[src/hw/fsc_defines.svh]
// Offsets, command codes, status bit positions and timing counts.
`ifndef FSC_DEFINES_SVH
`define FSC_DEFINES_SVH

`define FSC_CLK_NS          25
`define FSC_CYC_UP(ns)      (((ns) + `FSC_CLK_NS - 1) / `FSC_CLK_NS)

// Least pin timings in ns, rounded up to whole clock cycles below.
`define FSC_T_WP_NS         70
`define FSC_T_ACC_NS        90
`define FSC_T_HI_NS         30
`define FSC_T_PLPH_NS       100
`define FSC_T_PHWL_NS       150
`define FSC_WP_CYC          `FSC_CYC_UP(`FSC_T_WP_NS)
`define FSC_ACC_CYC         `FSC_CYC_UP(`FSC_T_ACC_NS)
`define FSC_HI_CYC          `FSC_CYC_UP(`FSC_T_HI_NS)
`define FSC_PLPH_CYC        `FSC_CYC_UP(`FSC_T_PLPH_NS)
`define FSC_PHWL_CYC        `FSC_CYC_UP(`FSC_T_PHWL_NS)
`define FSC_SYNC_CYC        3

`define FSC_OFF_CTRL        8'h00
`define FSC_OFF_ADDR        8'h04
`define FSC_OFF_WDATA       8'h08
`define FSC_OFF_RDATA       8'h0C
`define FSC_OFF_STAT        8'h10

`define FSC_CMD_READ_ARRAY  8'hFF
`define FSC_CMD_QUERY       8'h98
`define FSC_CMD_STATUS      8'h70
`define FSC_CMD_CLEAR       8'h50
`define FSC_CMD_PROGRAM     8'h40
`define FSC_CMD_SUSPEND     8'hB0
`define FSC_CMD_RESUME      8'hD0

`define FSC_SR_READY        7
`define FSC_SR_PSUSP        2

`define FSC_RESP_OKAY       2'b00
`define FSC_RESP_SLVERR     2'b10

`endif

[src/hw/fsc_pkg.sv]
// Types shared by the flash sequencer modules.
package fsc_pkg;
  typedef enum logic [2:0] {
    OP_ARRAY, OP_QUERY, OP_STATUS, OP_CLEAR,
    OP_PROG, OP_SUSP, OP_RESUME, OP_RESET
  } fsc_op_t;

  typedef enum logic [3:0] {
    ST_RST_LOW, ST_RST_WAIT, ST_IDLE, ST_CMD, ST_DATA,
    ST_RD, ST_POLL, ST_CLR, ST_FIN
  } fsc_state_t;

  typedef enum logic [1:0] {
    CY_IDLE, CY_LOW, CY_HIGH
  } fsc_cyc_state_t;
endpackage

[src/hw/fsc_cyc_if.sv]
// Request and answer signals for one flash bus cycle.
`timescale 1ns/1ps
interface fsc_cyc_if #(parameter int AW = 21);
  logic          req;    // One-cycle request.
  logic          wr;     // High for a write cycle.
  logic [AW-1:0] addr;   // Cycle address.
  logic [15:0]   wdata;  // Write data.
  logic          done;   // One-cycle end of cycle.
  logic [15:0]   rdata;  // Data captured by a read.

  modport ctl (output req, output wr, output addr, output wdata,
               input done, input rdata);
  modport eng (input req, input wr, input addr, input wdata,
               output done, output rdata);
endinterface

[src/hw/fsc_cycle.sv]
// Pin engine that runs one asynchronous flash read or write cycle.
`timescale 1ns/1ps
`include "fsc_defines.svh"
module fsc_cycle #(
  parameter int AW = 21
) (
  input  wire logic          aclk,        // System clock.
  input  wire logic          aresetn,     // Synchronous reset, low.
  fsc_cyc_if.eng             cyc,         // Cycle request and answer.
  output logic [AW-1:0]      flash_addr,  // Address pins.
  output logic               flash_ce_n,  // Chip select, low.
  output logic               flash_oe_n,  // Output enable, low.
  output logic               flash_we_n,  // Write strobe, low.
  input  wire logic [15:0]   flash_dq_i,  // Data pins in.
  output logic [15:0]        flash_dq_o,  // Data pins out.
  output logic               flash_dq_oe_n // Low while driving data.
);
  fsc_pkg::fsc_cyc_state_t st_q;
  logic [7:0]  cnt_q;
  logic        wr_q;
  logic        done_q;
  logic [15:0] rdata_q;
  logic [15:0] s1_q, s2_q, s3_q;
  logic        dq_stable;

  assign cyc.done  = done_q;
  assign cyc.rdata = rdata_q;
  // Data from the pins is only trusted once two later stages agree.
  assign dq_stable = (s2_q == s3_q);

  always_ff @(posedge aclk) begin
    if (!aresetn) begin
      s1_q <= 16'h0000;
      s2_q <= 16'h0000;
      s3_q <= 16'h0000;
    end else begin
      s1_q <= flash_dq_i;
      s2_q <= s1_q;
      s3_q <= s2_q;
    end
  end

  always_ff @(posedge aclk) begin
    if (!aresetn) begin
      st_q          <= fsc_pkg::CY_IDLE;
      cnt_q         <= 8'h00;
      wr_q          <= 1'b0;
      done_q        <= 1'b0;
      rdata_q       <= 16'h0000;
      flash_addr    <= '0;
      flash_ce_n    <= 1'b1;
      flash_oe_n    <= 1'b1;
      flash_we_n    <= 1'b1;
      flash_dq_o    <= 16'h0000;
      flash_dq_oe_n <= 1'b1;
    end else begin
      case (st_q)
        fsc_pkg::CY_IDLE: begin
          done_q <= 1'b0;
          if (cyc.req) begin
            wr_q          <= cyc.wr;
            flash_addr    <= cyc.addr;
            flash_dq_o    <= cyc.wdata;
            flash_dq_oe_n <= ~cyc.wr;
            flash_ce_n    <= 1'b0;
            flash_we_n    <= ~cyc.wr;
            flash_oe_n    <= cyc.wr;
            cnt_q <= cyc.wr ? 8'(`FSC_WP_CYC)
                            : 8'(`FSC_ACC_CYC + `FSC_SYNC_CYC);
            st_q  <= fsc_pkg::CY_LOW;
          end
        end
        fsc_pkg::CY_LOW: begin
          if (cnt_q != 8'h00) begin
            cnt_q <= cnt_q - 8'h01;
          end else if (wr_q || dq_stable) begin
            rdata_q    <= s3_q;
            flash_ce_n <= 1'b1;
            flash_we_n <= 1'b1;
            flash_oe_n <= 1'b1;
            cnt_q      <= 8'(`FSC_HI_CYC);
            st_q       <= fsc_pkg::CY_HIGH;
          end
        end
        fsc_pkg::CY_HIGH: begin
          if (cnt_q != 8'h00) begin
            cnt_q <= cnt_q - 8'h01;
          end else begin
            done_q        <= 1'b1;
            flash_dq_oe_n <= 1'b1;
            st_q          <= fsc_pkg::CY_IDLE;
          end
        end
        default: st_q <= fsc_pkg::CY_IDLE;
      endcase
    end
  end
endmodule // fsc_cycle

[src/hw/fsc_top.sv]
// Flash command sequencer with an AXI4-Lite register port.
`timescale 1ns/1ps
`include "fsc_defines.svh"
// How it works
// - Query op writes query code, then reads structure data at ADDR.
// - Read-array code precedes array reads and ends every program.
// - Select and output enable rise between every two status reads.
// - Program op writes setup code, then address and data.
// - While programming, only suspend is accepted from software.
// - After each program, host clears status and returns to array.
// - While suspended, only array, status, query and resume accepted.
// - Reset op is refused while programming is suspended.
module fsc_top #(
  parameter int AW = 21
) (
  input  wire logic          aclk,             // System clock.
  input  wire logic          aresetn,          // Synchronous reset, low.
  input  wire logic [7:0]    s_axi_awaddr,     // Write address.
  input  wire logic          s_axi_awvalid,    // Write address valid.
  output logic               s_axi_awready,    // Write address ready.
  input  wire logic [31:0]   s_axi_wdata,      // Write data.
  input  wire logic [3:0]    s_axi_wstrb,      // Write strobes.
  input  wire logic          s_axi_wvalid,     // Write data valid.
  output logic               s_axi_wready,     // Write data ready.
  output logic [1:0]         s_axi_bresp,      // Write response.
  output logic               s_axi_bvalid,     // Write response valid.
  input  wire logic          s_axi_bready,     // Write response ready.
  input  wire logic [7:0]    s_axi_araddr,     // Read address.
  input  wire logic          s_axi_arvalid,    // Read address valid.
  output logic               s_axi_arready,    // Read address ready.
  output logic [31:0]        s_axi_rdata,      // Read data.
  output logic [1:0]         s_axi_rresp,      // Read response.
  output logic               s_axi_rvalid,     // Read data valid.
  input  wire logic          s_axi_rready,     // Read data ready.
  output logic [AW-1:0]      flash_addr,       // Flash address pins.
  output logic               flash_ce_n,       // Flash chip select.
  output logic               flash_oe_n,       // Flash output enable.
  output logic               flash_we_n,       // Flash write strobe.
  input  wire logic [15:0]   flash_dq_i,       // Flash data in.
  output logic [15:0]        flash_dq_o,       // Flash data out.
  output logic               flash_dq_oe_n,    // Low while driving data.
  output logic               reset_powerdown_n // Flash reset, low.
);
  ////////////////////////////////////////////////////////////////////////
  fsc_cyc_if #(.AW(AW)) cyc ();

  fsc_cycle #(.AW(AW)) u_cycle (
    .aclk          (aclk),
    .aresetn       (aresetn),
    .cyc           (cyc),
    .flash_addr    (flash_addr),
    .flash_ce_n    (flash_ce_n),
    .flash_oe_n    (flash_oe_n),
    .flash_we_n    (flash_we_n),
    .flash_dq_i    (flash_dq_i),
    .flash_dq_o    (flash_dq_o),
    .flash_dq_oe_n (flash_dq_oe_n)
  );

  function automatic logic [7:0] fsc_cmd(input fsc_pkg::fsc_op_t op);
    case (op)
      fsc_pkg::OP_QUERY:  fsc_cmd = `FSC_CMD_QUERY;
      fsc_pkg::OP_STATUS: fsc_cmd = `FSC_CMD_STATUS;
      fsc_pkg::OP_CLEAR:  fsc_cmd = `FSC_CMD_CLEAR;
      fsc_pkg::OP_PROG:   fsc_cmd = `FSC_CMD_PROGRAM;
      fsc_pkg::OP_SUSP:   fsc_cmd = `FSC_CMD_SUSPEND;
      fsc_pkg::OP_RESUME: fsc_cmd = `FSC_CMD_RESUME;
      default:            fsc_cmd = `FSC_CMD_READ_ARRAY;
    endcase
  endfunction

  ////////////////////////////////////////////////////////////////////////
  fsc_pkg::fsc_state_t state_q, state_d;
  fsc_pkg::fsc_op_t    op_q, op_d, new_op;
  logic [7:0]    cnt_q, cnt_d, sr_q, sr_d;
  logic [15:0]   rdata_q, rdata_d;
  logic [AW-1:0] addr_q, iss_adr;
  logic [15:0]   wdata_q, iss_dat;
  logic          iss, iss_wr, req_q, wr_q;
  logic [AW-1:0] cadr_q;
  logic [15:0]   cdat_q;
  logic          susp_q, susp_d, pend_q, pend_d, pact_q, pact_d;
  logic          refused_q, bvalid_q, rvalid_q, rp_q;
  logic [1:0]    bresp_q, rresp_q;
  logic [31:0]   rd_q;

  wire wr_fire  = s_axi_awvalid & s_axi_wvalid & ~bvalid_q;
  wire rd_fire  = s_axi_arvalid & ~rvalid_q;
  wire ctrl_hit = wr_fire & (s_axi_awaddr == `FSC_OFF_CTRL);
  wire addr_hit = wr_fire & (s_axi_awaddr == `FSC_OFF_ADDR);
  wire wdat_hit = wr_fire & (s_axi_awaddr == `FSC_OFF_WDATA);
  wire wmapped  = ctrl_hit | addr_hit | wdat_hit |
                  (s_axi_awaddr == `FSC_OFF_RDATA) |
                  (s_axi_awaddr == `FSC_OFF_STAT);
  wire in_idle  = (state_q == fsc_pkg::ST_IDLE);
  wire sr_ready = cyc.rdata[`FSC_SR_READY];
  wire sr_psusp = cyc.rdata[`FSC_SR_PSUSP];
  assign new_op = fsc_pkg::fsc_op_t'(s_axi_wdata[2:0]);
  wire prog_run = (state_q == fsc_pkg::ST_POLL) &
                  ((op_q == fsc_pkg::OP_PROG) | (op_q == fsc_pkg::OP_RESUME));
  wire ok_susp  = (new_op == fsc_pkg::OP_ARRAY) |
                  (new_op == fsc_pkg::OP_STATUS) |
                  (new_op == fsc_pkg::OP_QUERY) |
                  (new_op == fsc_pkg::OP_RESUME);
  wire ok_run   = (new_op != fsc_pkg::OP_SUSP) &
                  (new_op != fsc_pkg::OP_RESUME);
  wire start    = ctrl_hit & in_idle & (susp_q ? ok_susp : ok_run);
  wire susp_req = ctrl_hit & prog_run & (new_op == fsc_pkg::OP_SUSP) &
                  ~pend_q;
  wire refuse   = ctrl_hit & ~start & ~susp_req;

  assign s_axi_awready = wr_fire;
  assign s_axi_wready  = wr_fire;
  assign s_axi_bvalid  = bvalid_q;
  assign s_axi_bresp   = bresp_q;
  assign s_axi_arready = rd_fire;
  assign s_axi_rvalid  = rvalid_q;
  assign s_axi_rresp   = rresp_q;
  assign s_axi_rdata   = rd_q;
  assign cyc.req       = req_q;
  assign cyc.wr        = wr_q;
  assign cyc.addr      = cadr_q;
  assign cyc.wdata     = cdat_q;
  assign reset_powerdown_n = rp_q;

  wire [31:0] stat_word = {20'h0_0000, pact_q, refused_q, susp_q,
                           ~in_idle, sr_q};
  wire [31:0] rd_word =
    (s_axi_araddr == `FSC_OFF_CTRL)  ? {29'h0000_0000, op_q} :
    (s_axi_araddr == `FSC_OFF_ADDR)  ? 32'(addr_q) :
    (s_axi_araddr == `FSC_OFF_WDATA) ? {16'h0000, wdata_q} :
    (s_axi_araddr == `FSC_OFF_RDATA) ? {16'h0000, rdata_q} :
    (s_axi_araddr == `FSC_OFF_STAT)  ? stat_word : 32'h0000_0000;
  wire rmapped = (s_axi_araddr == `FSC_OFF_CTRL) |
                 (s_axi_araddr == `FSC_OFF_ADDR) |
                 (s_axi_araddr == `FSC_OFF_WDATA) |
                 (s_axi_araddr == `FSC_OFF_RDATA) |
                 (s_axi_araddr == `FSC_OFF_STAT);

  ////////////////////////////////////////////////////////////////////////
  always_comb begin
    state_d = state_q;
    op_d    = op_q;
    cnt_d   = (cnt_q != 8'h00) ? cnt_q - 8'h01 : 8'h00;
    sr_d    = sr_q;
    rdata_d = rdata_q;
    susp_d  = susp_q;
    pend_d  = pend_q | susp_req;
    pact_d  = pact_q;
    iss     = 1'b0;
    iss_wr  = 1'b1;
    iss_adr = addr_q;
    iss_dat = wdata_q;
    case (state_q)
      fsc_pkg::ST_RST_LOW: begin
        if (cnt_q == 8'h00) begin
          cnt_d   = 8'(`FSC_PHWL_CYC);
          state_d = fsc_pkg::ST_RST_WAIT;
        end
      end
      fsc_pkg::ST_RST_WAIT: begin
        if (cnt_q == 8'h00) begin
          sr_d    = 8'h80;
          state_d = fsc_pkg::ST_IDLE;
        end
      end
      fsc_pkg::ST_IDLE: begin
        if (start) begin
          op_d = new_op;
          if (new_op == fsc_pkg::OP_RESUME) begin
            susp_d = 1'b0;
          end
          if (new_op == fsc_pkg::OP_PROG) begin
            pact_d = 1'b1;
          end
          if (new_op == fsc_pkg::OP_RESET) begin
            cnt_d   = 8'(`FSC_PLPH_CYC);
            pact_d  = 1'b0;
            state_d = fsc_pkg::ST_RST_LOW;
          end else begin
            iss     = 1'b1;
            iss_dat = {8'h00, fsc_cmd(new_op)};
            state_d = fsc_pkg::ST_CMD;
          end
        end
      end
      fsc_pkg::ST_CMD: begin
        if (cyc.done) begin
          case (op_q)
            fsc_pkg::OP_CLEAR: state_d = fsc_pkg::ST_IDLE;
            fsc_pkg::OP_PROG: begin
              iss     = 1'b1;
              state_d = fsc_pkg::ST_DATA;
            end
            fsc_pkg::OP_SUSP, fsc_pkg::OP_RESUME: begin
              iss     = 1'b1;
              iss_wr  = 1'b0;
              state_d = fsc_pkg::ST_POLL;
            end
            default: begin
              iss     = 1'b1;
              iss_wr  = 1'b0;
              state_d = fsc_pkg::ST_RD;
            end
          endcase
        end
      end
      fsc_pkg::ST_DATA: begin
        if (cyc.done) begin
          iss     = 1'b1;
          iss_wr  = 1'b0;
          state_d = fsc_pkg::ST_POLL;
        end
      end
      fsc_pkg::ST_RD: begin
        if (cyc.done) begin
          rdata_d = cyc.rdata;
          if (op_q == fsc_pkg::OP_STATUS) begin
            sr_d = cyc.rdata[7:0];
          end
          state_d = fsc_pkg::ST_IDLE;
        end
      end
      fsc_pkg::ST_POLL: begin
        if (cyc.done) begin
          sr_d    = cyc.rdata[7:0];
          rdata_d = cyc.rdata;
          iss     = 1'b1;
          if (op_q == fsc_pkg::OP_SUSP && sr_ready && sr_psusp) begin
            iss     = 1'b0;
            susp_d  = 1'b1;
            state_d = fsc_pkg::ST_IDLE;
          end else if (sr_ready) begin
            iss_dat = {8'h00, `FSC_CMD_CLEAR};
            state_d = fsc_pkg::ST_CLR;
          end else if (pend_q && op_q != fsc_pkg::OP_SUSP) begin
            pend_d  = 1'b0;
            op_d    = fsc_pkg::OP_SUSP;
            iss_dat = {8'h00, `FSC_CMD_SUSPEND};
            state_d = fsc_pkg::ST_CMD;
          end else begin
            iss_wr = 1'b0;
          end
        end
      end
      fsc_pkg::ST_CLR: begin
        if (cyc.done) begin
          iss     = 1'b1;
          iss_dat = {8'h00, `FSC_CMD_READ_ARRAY};
          state_d = fsc_pkg::ST_FIN;
        end
      end
      fsc_pkg::ST_FIN: begin
        if (cyc.done) begin
          pact_d  = 1'b0;
          pend_d  = 1'b0;
          state_d = fsc_pkg::ST_IDLE;
        end
      end
      default: state_d = fsc_pkg::ST_IDLE;
    endcase
  end

  ////////////////////////////////////////////////////////////////////////
  always_ff @(posedge aclk) begin
    if (!aresetn) begin
      state_q <= fsc_pkg::ST_RST_LOW;
      op_q    <= fsc_pkg::OP_ARRAY;
      cnt_q   <= 8'(`FSC_PLPH_CYC);
      sr_q    <= 8'h00;
      rdata_q <= 16'h0000;
      susp_q  <= 1'b0;
      pend_q  <= 1'b0;
      pact_q  <= 1'b0;
      rp_q    <= 1'b0;
      req_q   <= 1'b0;
      wr_q    <= 1'b0;
      cadr_q  <= '0;
      cdat_q  <= 16'h0000;
    end else begin
      state_q <= state_d;
      op_q    <= op_d;
      cnt_q   <= cnt_d;
      sr_q    <= sr_d;
      rdata_q <= rdata_d;
      susp_q  <= susp_d;
      pend_q  <= pend_d;
      pact_q  <= pact_d;
      rp_q    <= (state_d != fsc_pkg::ST_RST_LOW);
      req_q   <= iss;
      wr_q    <= iss_wr;
      cadr_q  <= iss_wr ? addr_q : iss_adr;
      cdat_q  <= iss_dat;
    end
  end

  // Write data uses only the low two byte lanes; an address write with any strobe set loads all AW bits.
  always_ff @(posedge aclk) begin
    if (!aresetn) begin
      addr_q    <= '0;
      wdata_q   <= 16'h0000;
      refused_q <= 1'b0;
      bvalid_q  <= 1'b0;
      bresp_q   <= `FSC_RESP_OKAY;
      rvalid_q  <= 1'b0;
      rresp_q   <= `FSC_RESP_OKAY;
      rd_q      <= 32'h0000_0000;
    end else begin
      if (addr_hit && (s_axi_wstrb != 4'h0)) begin
        addr_q <= s_axi_wdata[AW-1:0];
      end
      if (wdat_hit && (s_axi_wstrb[1:0] != 2'b00)) begin
        wdata_q <= s_axi_wdata[15:0];
      end
      refused_q <= refuse | (refused_q & ~start);
      if (wr_fire) begin
        bvalid_q <= 1'b1;
        bresp_q  <= wmapped ? `FSC_RESP_OKAY : `FSC_RESP_SLVERR;
      end else if (s_axi_bready) begin
        bvalid_q <= 1'b0;
      end
      if (rd_fire) begin
        rvalid_q <= 1'b1;
        rd_q     <= rd_word;
        rresp_q  <= rmapped ? `FSC_RESP_OKAY : `FSC_RESP_SLVERR;
      end else if (s_axi_rready) begin
        rvalid_q <= 1'b0;
      end
    end
  end
endmodule // fsc_top

[config.mk]
export PLATFORM = sky130hd
export DESIGN_NAME = fsc_top
export DESIGN_NICKNAME = d
export VERILOG_FILES = /design/src/hw/fsc_pkg.sv /design/src/hw/fsc_cyc_if.sv /design/src/hw/fsc_cycle.sv /design/src/hw/fsc_top.sv
export VERILOG_INCLUDE_DIRS = /design/src /design/src/hw
export SDC_FILE = /design/constraint.sdc
export NUM_CORES = 1
export LEC_CHECK = 0
export ABC_CLOCK_PERIOD_IN_PS = 2200
export BUFFER_PORTS_ARGS = -buffer_cell sky130_fd_sc_hd__buf_2
export CELL_PAD_IN_SITES_DETAIL_PLACEMENT = 1
export CELL_PAD_IN_SITES_GLOBAL_PLACEMENT = 2
export CORE_ASPECT_RATIO = 1.25
export CORE_UTILIZATION = 31
export CTS_CLUSTER_DIAMETER = 200
export DETAILED_ROUTE_END_ITERATION = 8
export HOLD_SLACK_MARGIN = 0.15
export MAX_ROUTING_LAYER = met4
export PLACE_DENSITY = 0.73
export SLEW_MARGIN = 20
export SYNTH_ARGS = -nofsm -noshare
export SYNTH_HDL_FRONTEND = slang
export SYNTH_HIERARCHICAL = 1
export SYNTH_SLANG_ARGS = --single-unit
[constraint.sdc]
create_clock -name aclk -period 2.2 [get_ports aclk]
set_clock_uncertainty 0.05 [all_clocks]
set_input_delay 0.44 -clock aclk [delete_from_list [all_inputs] [get_ports aclk]]
set_output_delay 0.44 -clock aclk [all_outputs]
set_load 0.1 [all_outputs]
==> flow_summary.toml, run 1 <==
[outcome]
status = "complete, no violations"

[finish]
fin_nets = 1495
final_common_cell = "dfxtp_1"
fillerInstances = 4131
postLayoutCellArea_um2 = 13700
areaGrowthSynthToFinish_pct = 25.2
final_cell_mix = "dfxtp_1 (260), nand2_1 (170), buf_2 (131), a21oi_1 (110), nor2_1 (77)"
drive_gt1_share_pct = 20.0

[synthesis]
synth_async_sr_flop_share_pct = 0
yosys_register_bits = 262
synthFlopType = "dfxtp_1"
synth_edf_count = 0
synth.top_cell.area_share_pct = 47.8
synth.area.top_cells = "dfxtp_1 (48%), nand2_1 (5.8%), mux2i_1 (5.2%)"
synthCells = 1235
syn-mean-instance-area_um2 = 8.88
yosysUniqueCellTypes = 86
ys_seq_area_share_pct = 47.8
synth.cell_area_um2 = 11000
yosysWarnings = 6
synth_area_leader_cell = "dfxtp_1"

[power_and_ir_drop]
combPwrFrac_pct = 11.1
clkPwrFrac_pct = 43.5
p_per_area_nw_per_um2 = 800
leakage_nw = 5.79
swShare_pct = 25.9
power.internal_w = 0.00813
power_frac_seq_pct = 45.4
p_sw_w = 0.00285
ir_drop_uv = 589
power.total_w = 0.0110

[critical_path]
setup.worst_path.class = "in -> reg"
critPathMaxStageDelay_ns = 0.54
crit_required_ns = 2.58
end_kind = "register"
critPathLaunchType = "primary input"
path_cells = "dlygate4sd3_1 > buf_2 > and4bb_2 > nand3_2 > or4_4 > buf_12 > mux2i_2 > nor2_1"
crit_slowest_cell = "dlygate4sd3_1"
crit_path_max_fanout = 21
critPathArrivalTime_ns = 2.53

[routing]
antenna_left = 0
vias = 9191
drt-vias-per-instance = 4.83
dr.pass1.iters = 4
routed_wl_um = 30600
drtIter0Drc = 403
wl_per_cell_um = 16.1
route.detailed.drc = 0

[sta]
slew_viol_final = 0
rsz0062_at_grt = "false"
tns_ns = 0
setup_viol = 0
fin_crit_sh_pct = 97.5
fmaxAchievable_ghz = 0.466
fin_crit_ns = 2.15
setup_slack_ns = 0.0539
worst-slew-pin-transition_ns = 0.588
hold_viol_final = 0
timing.slew.headroom_pct = 60.8

[floorplanning]
start_util_pct = 31.7
core_um2 = 34600
die_w_um = 170
num_io_pins = 158
rows = 76
dieArea_um2 = 36100
die_y_um = 212

[clocking]
cts_buffers = 28
postCtsSetupRepairBufs = 0
cts_tree = "done"
clkLatencyLatePin_ns = 0.55
clk_path_buf_depth = 3
cts_root_buffer = "clkbuf_16"
path_clk_slew_ns = 0.06
htreeDepth = 1
cts.sinks = 262

[worst_hold_path]
hold_path.class = "in -> reg"

[job]
cap_violations = 0

[placement]
io_buffers = 133
globalplace.congestion = 0.842
hpwl_um = 22200
detailed_place.area_um2 = 12400
post-place-ws_ns = -0.0332

[grt]
grt_max_degree = 77
grt_pass1_vias = 9200
overflow = 0
grtUsageTotal_pct = 17.5
antenna_found_initial = 1
grt_pass1_wl_um = 49200
==> flip-flops by register name (all words and copies together) (netlist names), 2 cells and up <==
| name | count |
|---|---|
| u_cycle/s2_q | 16 |
| sr_q | 8 |
| rdata_q | 16 |
| u_cycle/flash_addr | 21 |
| addr_q | 21 |
| u_cycle/flash_dq_o | 16 |
| u_cycle/s1_q | 16 |
| wdata_q | 16 |
| u_cycle/s3_q | 16 |
| s_axi_rdata | 21 |
| u_cycle/cnt_q | 8 |
| cadr_q | 21 |
| op_q | 3 |
| u_cycle/st_q | 2 |
| u_cycle/cyc.rdata | 16 |
| state_q | 4 |
| cnt_q | 8 |
| cdat_q | 16 |
==> logic make-up after synthesis <==
group                      synth area share (%)
muxes                                      6.23
adders and majority gates                 0.799
buffers and inverters                      5.42
and+or+nand+nor                            23.2
other                                    0.0342
AOI/OAI and AO/OA                          14.6
xor gates and xnor gates                   1.92
DFF                                        47.8
==> power by group through the flow <==
stage | sequential, W | clock [W] | combinational [W]
after floorplan | 0.00515 | 0 | 0.000739
after global placement | 0.00508 | 0 | 0.00115
after detailed placement | 0.00508 | 0 | 0.00118
after CTS | 0.00497 | 0.00494 | 0.00123
after global routing | 0.00500 | 0.00515 | 0.00133
final | 0.00498 | 0.00478 | 0.00122
==> final timing paths <==
kind	to	slack, ns	start	cells past startpoint
max	addr_q[14]	0.05	s_axi_awaddr[4]	8
min	cnt_q[2]	0.17	aresetn	2
max reg2reg	pact_q	0.15	state_q[3]	6
min reg2reg	u_cycle/s2_q[15]	0.38	u_cycle/s1_q[15]	1
==> cell type report <==
class	instances	area (um2)	share of cell area, %
Tap cell	468	586	4.27
Inverter	30	114	0.830
Antenna cell	1	2.50	0.0182
Timing Repair Buffer	236	1620	11.8
Clock buffer	39	812	5.92
Clock inverter	13	138	1.00
Multi-Input combinational cell	855	5200	37.9
Sequential cell	262	5250	38.2
==> metal layers <==
| metal | vias up | track usage (%) | routed length, um |
|---|---|---|---|
| li1 | 4624 | - | - |
| met1 | 4375 | 21.6 | 14100 |
| met2 | 154 | 29.9 | 14900 |
| met3 | 38 | 2.14 | 981 |
| met4 | 0 | 4.66 | 611 |
| met5 | - | - | 0 |
==> cells in the mapped netlist (6+ instances only) <==
library cell  number
a32o_1             9
a31oi_1           11
or3_1              6
nor2_1            79
and3_1            13
o22ai_1           14
nor4_1            13
nand2_1          170
inv_1             27
and2_1            73
nor2b_1            8
clkbuf_1          62
a21oi_1          110
ha_1               7
nand3_1           36
mux2i_1           57
xor2_1            19
o21ai_0           49
nand2b_1          25
buf_4             16
nor3_1            16
nand4_1           17
dfxtp_1          262
buf_2             13
==> critical path: cells and delay by family <==
kind                   cells  cell delay (ns)
and+or+nand+nor            4             0.99
muxes                      1             0.21
buffers and inverters      3             0.86
==> stage by stage <==
step	hold WS, ns	instances	utilization [%]
after floorplan	0.362	1247	-
after global placement	0.366	1814	35.8
after detailed placement	0.371	1814	35.8
after CTS	0.153	1903	39.6
after global routing	0.166	1904	39.7
final	0.172	1904	39.7
==> what timing repair did <==
action | in CTS | in global routing
hold buffers | 37 | 0
pin swaps | 0 | 1
resized for setup | 1 | 5
endpoints found under the hold margin | 50 | 0
setup endpoints to repair | 1 | 14
Power figures use the tool's default switching activity.
==> run 2, diff against run 1 <==
--- a/config.mk
+++ b/config.mk
@@ -11,12 +11,12 @@
 export CELL_PAD_IN_SITES_DETAIL_PLACEMENT = 1
 export CELL_PAD_IN_SITES_GLOBAL_PLACEMENT = 2
 export CORE_ASPECT_RATIO = 1.25
-export CORE_UTILIZATION = 31
+export CORE_UTILIZATION = 35
 export CTS_CLUSTER_DIAMETER = 200
 export DETAILED_ROUTE_END_ITERATION = 8
 export HOLD_SLACK_MARGIN = 0.15
 export MAX_ROUTING_LAYER = met4
-export PLACE_DENSITY = 0.73
+export PLACE_DENSITY = 0.81
 export SLEW_MARGIN = 20
 export SYNTH_ARGS = -nofsm -noshare
 export SYNTH_HDL_FRONTEND = slang
==> run 2 against run 1 <==
Die area down 11%; critical endpoint is now addr_q[19]; final area down 0.78%; global-route usage rose by 1.8 points; via count grew 0.60%; critical path depth stayed put; flip-flop and latch count unchanged; clock power is 4% higher; wire length shrank 1.4%.
==> flow_summary.toml, run 2 (synthesis gave the netlist of run 1 again) <==
[job]
cap_violations = 0

[clocking]
cts_buffers = 28
cts_tree = "done"
cts.sinks = 262
clk_path_buf_depth = 3
clkLatencyLatePin_ns = 0.55
path_clk_slew_ns = 0.07
htreeDepth = 1
postCtsSetupRepairBufs = 0
cts_root_buffer = "clkbuf_16"

[grt]
grt_pass1_wl_um = 48700
antenna_found_initial = 2
grtUsageTotal_pct = 19.3
grt_max_degree = 89
grt_pass1_vias = 9319
overflow = 0

[floorplanning]
num_io_pins = 158
rows = 72
die_y_um = 200
core_um2 = 30900
dieArea_um2 = 32000
start_util_pct = 35.5
die_w_um = 160

[power_and_ir_drop]
ir_drop_uv = 432
combPwrFrac_pct = 10.9
leakage_nw = 5.78
swShare_pct = 25.7
p_per_area_nw_per_um2 = 819
power.internal_w = 0.00829
p_sw_w = 0.00287
clkPwrFrac_pct = 44.4
power_frac_seq_pct = 44.7

[critical_path]
path_cells = "dlygate4sd3_1 > buf_2 > and4bb_2 > nand3_1 > or4_4 > buf_12 > mux2i_2 > nor2_1"
critPathLaunchType = "primary input"
reg2reg_from = "cnt_q[2]"
crit_path_max_fanout = 21
r2r-end = "sr_q[1]"
worst_path_dominant_cell_family = "simple AND/OR/NAND/NOR gates"
critPathBufInv = 3
reg2reg_slack_ns = 0.17
r2r_cells = 5
crit_slowest_cell = "dlygate4sd3_1"
end_kind = "register"
setup.worst_path.class = "in -> reg"
crit_required_ns = 2.57
critPathMaxStageDelay_ns = 0.53
critPathArrivalTime_ns = 2.52

[finish]
finalNonFillerCells = 1841
final_cell_mix = "dfxtp_1 (260), nand2_1 (170), buf_2 (131), a21oi_1 (110), nor2_1 (77)"
utilization_pct = 44.1
areaGrowthSynthToFinish_pct = 24.2
final_common_cell = "dfxtp_1"
fin_nets = 1493
drive_gt1_share_pct = 19.6

[sta]
slew_viol_final = 0
rsz0062_at_grt = "false"
fmaxAchievable_ghz = 0.465
fin_crit_ns = 2.15
fin_crit_sh_pct = 97.8
setup_viol = 0
timing.slew.headroom_pct = 53.7
setup_slack_ns = 0.0494
worst-slew-pin-transition_ns = 0.695
hold_viol_final = 0
tns_ns = 0

[routing]
antenna_left = 0
wl_per_cell_um = 16.4
vias = 9246
dr.pass1.iters = 6
route.detailed.drc = 0
drtIter0Drc = 400
routed_wl_um = 30200
drt-vias-per-instance = 5.02

[worst_hold_path]
hold_path.class = "in -> reg"
hp-start = "s_axi_wdata[1]"
hold_depth = 3
hold_end = "op_q[1]"

[placement]
post-place-ws_ns = 0.0268
hpwl_um = 21300
globalplace.congestion = 0.849
dp.cells = 1750
io_buffers = 133

[outcome]
status = "complete, no violations"
run 2: timing repair:
item                                    4_1_cts  5_1_grt
endpoints found under the hold margin        53        0
endpoints found under the setup margin        1       12
hold buffers                                 38        0
resized for setup                             1        4
run 2: layout make-up:
class / instances / area [um2]
repair buffers: 234 / 1560
flip-flops and latches: 262 / 5250
clock inverters: 14 / 193
fillers: 3604 / 17300
multi-input cells: 855 / 5200
inverters: 30 / 114
clock buffers: 37 / 785
well taps: 407 / 509
diodes: 2 / 5.00
run 2: worst max path at each step:
stage	endpoint	cells past startpoint	startpoint	slack, ns
final	addr_q[19]	8	s_axi_awaddr[4]	0.05
after global routing	addr_q[19]	8	s_axi_awaddr[4]	0.002
after CTS	addr_q[14]	8	s_axi_awaddr[4]	0.06
after detailed placement	addr_q[13]	7	s_axi_awaddr[0]	0.03
after global placement	addr_q[18]	7	s_axi_awaddr[0]	0.05
after floorplan	s_axi_rdata[10]	5	s_axi_rvalid	0.002
run 2: power groups by stage:
stage,clock network [W],registers (W),logic (W)
after floorplan,0,0.00515,0.000739
after global placement,0,0.00508,0.00112
after detailed placement,0,0.00509,0.00113
after CTS,0.00511,0.00498,0.00119
after global routing,0.00530,0.00500,0.00133
final,0.00496,0.00498,0.00121
run 2: stage by stage:
step | hold WS, ns | power [W] | cell area (um2)
4_1_cts | 0.172 | 0.0113 | 13600
6_report | 0.198 | 0.0112 | 13600
3_3_place_gp | 0.368 | 0.00620 | 12200
5_1_grt | 0.219 | 0.0116 | 13600
2_1_floorplan | 0.362 | 0.00589 | 11000
3_5_place_dp | 0.370 | 0.00622 | 12200
run 2: tightest hold or removal path, delay by kind of cell:
kind                   cells  cell delay (ns)
AO/OA/AOI/OAI              1             0.08
buffers and inverters      1             0.15
AND/OR/NAND/NOR            1             0.07
run 2: per-layer routing:
layer | track usage (%) | vias to the layer above | share of wire (%)
met5 | - | - | 0
met2 | 33.4 | 157 | 49
met4 | 6.60 | 0 | 2.8
li1 | - | 4613 | -
met1 | 23.2 | 4425 | 45
met3 | 2.40 | 51 | 3.9
==> run 3, diff against run 2 <==
--- a/config.mk
+++ b/config.mk
@@ -6,17 +6,18 @@
 export SDC_FILE = /design/constraint.sdc
 export NUM_CORES = 1
 export LEC_CHECK = 0
+export ABC_AREA = 1
 export ABC_CLOCK_PERIOD_IN_PS = 2200
 export BUFFER_PORTS_ARGS = -buffer_cell sky130_fd_sc_hd__buf_2
 export CELL_PAD_IN_SITES_DETAIL_PLACEMENT = 1
 export CELL_PAD_IN_SITES_GLOBAL_PLACEMENT = 2
 export CORE_ASPECT_RATIO = 1.25
-export CORE_UTILIZATION = 35
+export CORE_UTILIZATION = 32
 export CTS_CLUSTER_DIAMETER = 200
 export DETAILED_ROUTE_END_ITERATION = 8
 export HOLD_SLACK_MARGIN = 0.15
 export MAX_ROUTING_LAYER = met4
-export PLACE_DENSITY = 0.81
+export PLACE_DENSITY = 0.8
 export SLEW_MARGIN = 20
 export SYNTH_ARGS = -nofsm -noshare
 export SYNTH_HDL_FRONTEND = slang
==> run 3 against run 2 <==
Combinational power grew 40%; via count grew 12%; register-to-register slack gained 0.11 ns; maximum frequency grew 1.9%; sequential share of layout area shrank 1.4 points; highest routed layer unchanged.
==> flow_summary.toml, run 3 <==
[critical_path]
end_kind = "output pin"
setup.worst_path.class = "reg -> out"
critPathLaunchType = "register"
critPathArrivalTime_ns = 1.62
crit_path_max_fanout = 5
crit_required_ns = 1.71

[grt]
antenna_found_initial = 1
overflow = 0
grt_max_degree = 126
grt_pass1_vias = 10549
grt_pass1_wl_um = 53300
grtUsageTotal_pct = 19.1

[clocking]
clkLatencyLatePin_ns = 0.57
htreeDepth = 1
clk_path_buf_depth = 3
cts_root_buffer = "clkbuf_16"
path_clk_slew_ns = 0.07
cts_buffers = 29
cts_tree = "done"
cts.sinks = 262

[power_and_ir_drop]
power.internal_w = 0.00867
ir_drop_uv = 575
p_per_area_nw_per_um2 = 850
p_sw_w = 0.00333
swShare_pct = 27.7
power_frac_seq_pct = 41.8
leakage_nw = 6.82
combPwrFrac_pct = 14.1
clkPwrFrac_pct = 44.1

[floorplanning]
rows = 76
die_w_um = 170
core_um2 = 34600
die_y_um = 212
dieArea_um2 = 36100
start_util_pct = 32.7
num_io_pins = 158

[routing]
dr.pass1.iters = 4
vias = 10353
antenna_left = 0
routed_wl_um = 33400
wl_per_cell_um = 14.8
route.detailed.drc = 0
drt-vias-per-instance = 4.58
drtIter0Drc = 362

[synthesis]
synthFlopType = "dfxtp_1"
yosysWarnings = 6
synth.area.top_cells = "dfxtp_1 (46%), nand2_1 (11%), nor2_1 (8.0%)"
synth_area_leader_cell = "dfxtp_1"
synthCells = 1587
yosysMostFrequentCell = "nand2_1"
yosys_register_bits = 262
synth_edf_count = 0
yosysUniqueCellTypes = 48
synth_async_sr_flop_share_pct = 0
syn-mean-instance-area_um2 = 7.13
ys_seq_area_share_pct = 46.3
synth.cell_area_um2 = 11300
synth.top_cell.area_share_pct = 46.3
netlist_top_cells_count = "nand2_1 (345), dfxtp_1 (262), nor2_1 (241), inv_1 (208), o21ai_0 (106)"

[sta]
timing.slew.headroom_pct = 55.3
fmaxAchievable_ghz = 0.474
worst-slew-pin-transition_ns = 0.669
hold_ws_ns = 0.194
setup_viol = 0
fin_crit_sh_pct = 96.0
hold_viol_final = 0
tns_ns = 0
rsz0062_at_grt = "false"
slew_viol_final = 0
setup_slack_ns = 0.0885
fin_crit_ns = 2.11

[placement]
io_buffers = 133
post-place-ws_ns = 0.172
dp.cells = 2164
hpwl_um = 24200
globalplace.congestion = 0.854

[finish]
fillerInstances = 4396
final_cell_mix = "nand2_1 (345), dfxtp_1 (261), nor2_1 (240), inv_1 (206), buf_2 (129)"
finalNonFillerCells = 2260
drive_gt1_share_pct = 15.9
areaGrowthSynthToFinish_pct = 24.8
fin_nets = 1850
final_common_cell = "nand2_1"

[job]
cap_violations = 0

[outcome]
status = "complete, no violations"

[worst_hold_path]
hold_path.class = "in -> reg"
==> run 3: cell types whose count changed after synthesis, sizes merged, moves of 14 or more <==
cell and change:
clkbuf -23, o22ai -14, nand2b -25, a211oi +16
mux2i -57, nand3 +65, and2 -73, nand2 +185
nor2 +172, o21ai +60, inv +195
==> run 3: cell families (layout without fill, tap and decap cells) <==
| family | after synthesis | after routing | synth area share [%] |
|---|---|---|---|
| simple gates | 761 | 761 | 29.2 |
| buf+inv | 297 | 489 | 10.7 |
| flops | 262 | 262 | 46.3 |
| compound gates | 249 | 249 | 12.1 |
| xor+xnor | 10 | 10 | 0.774 |
| fa+ha+maj | 7 | 7 | 0.774 |
| other cells | 1 | 14 | 0.0331 |
==> run 3: power groups by stage <==
stage                     clock [W]  sequential (W)  combinational [W]
after floorplan                   0         0.00528            0.00106
after global placement            0         0.00512            0.00161
after detailed placement          0         0.00512            0.00165
after CTS                   0.00547         0.00502            0.00171
after global routing        0.00565         0.00504            0.00189
final                       0.00529         0.00502            0.00169
==> run 3: final cells by class <==
cell class	instances	area (um2)	area share, %
Clock buffer	40	827	5.86
Timing Repair Buffer	210	1470	10.4
Antenna cell	1	2.50	0.0177
Sequential cell	262	5250	37.2
Inverter	225	851	6.03
Clock inverter	14	226	1.60
Multi-Input combinational cell	1040	4910	34.8
Tap cell	468	586	4.15
==> run 3: layer usage <==
| layer | routed length [um] | share of wire [%] | global-route usage [%] | vias up |
|---|---|---|---|---|
| met5 | 0 | 0 | - | - |
| met4 | 1070 | 3.2 | 7.33 | 0 |
| met1 | 14300 | 43 | 21.4 | 4791 |
| met3 | 1120 | 3.3 | 2.35 | 57 |
| met2 | 16900 | 51 | 34.5 | 165 |
| li1 | - | - | - | 5340 |
==> run 3: path summary, 6_finish.rpt <==
path / slack, ns / cells past startpoint / end / from
min: 0.19 / 3 / op_q[0] / s_axi_wdata[0]
max: 0.09 / 5 / s_axi_wready / s_axi_bvalid
min reg2reg: 0.36 / 2 / u_cycle/s2_q[13] / u_cycle/s1_q[13]
max reg2reg: 0.28 / 10 / sr_q[6] / state_q[0]
==> run 3: worst max-delay path: stages (launching register included) <==
cell	delay, ns
dfxtp_4	0.34
inv_1	0.08
nand3_2	0.15
clkinvlp_4	0.17
buf_4	0.14
buf_12	0.17
==> run 3: what timing repair did <==
action,4_1_cts,5_1_grt
gates resized for setup,1,1
setup buffers,0,0
setup endpoints to repair,1,1
hold endpoints to repair,54,0
cloned,0,1
hold buffers,40,0
==> run 3: per-stage QoR <==
stage          instance area (um2)  util, %  power (W)
4_1_cts                      14100     40.7     0.0122
3_3_place_gp                 12600     36.5    0.00673
5_1_grt                      14100     40.8     0.0126
6_report                     14100     40.8     0.0120
3_5_place_dp                 12600     36.5    0.00677
2_1_floorplan                11400        -    0.00634
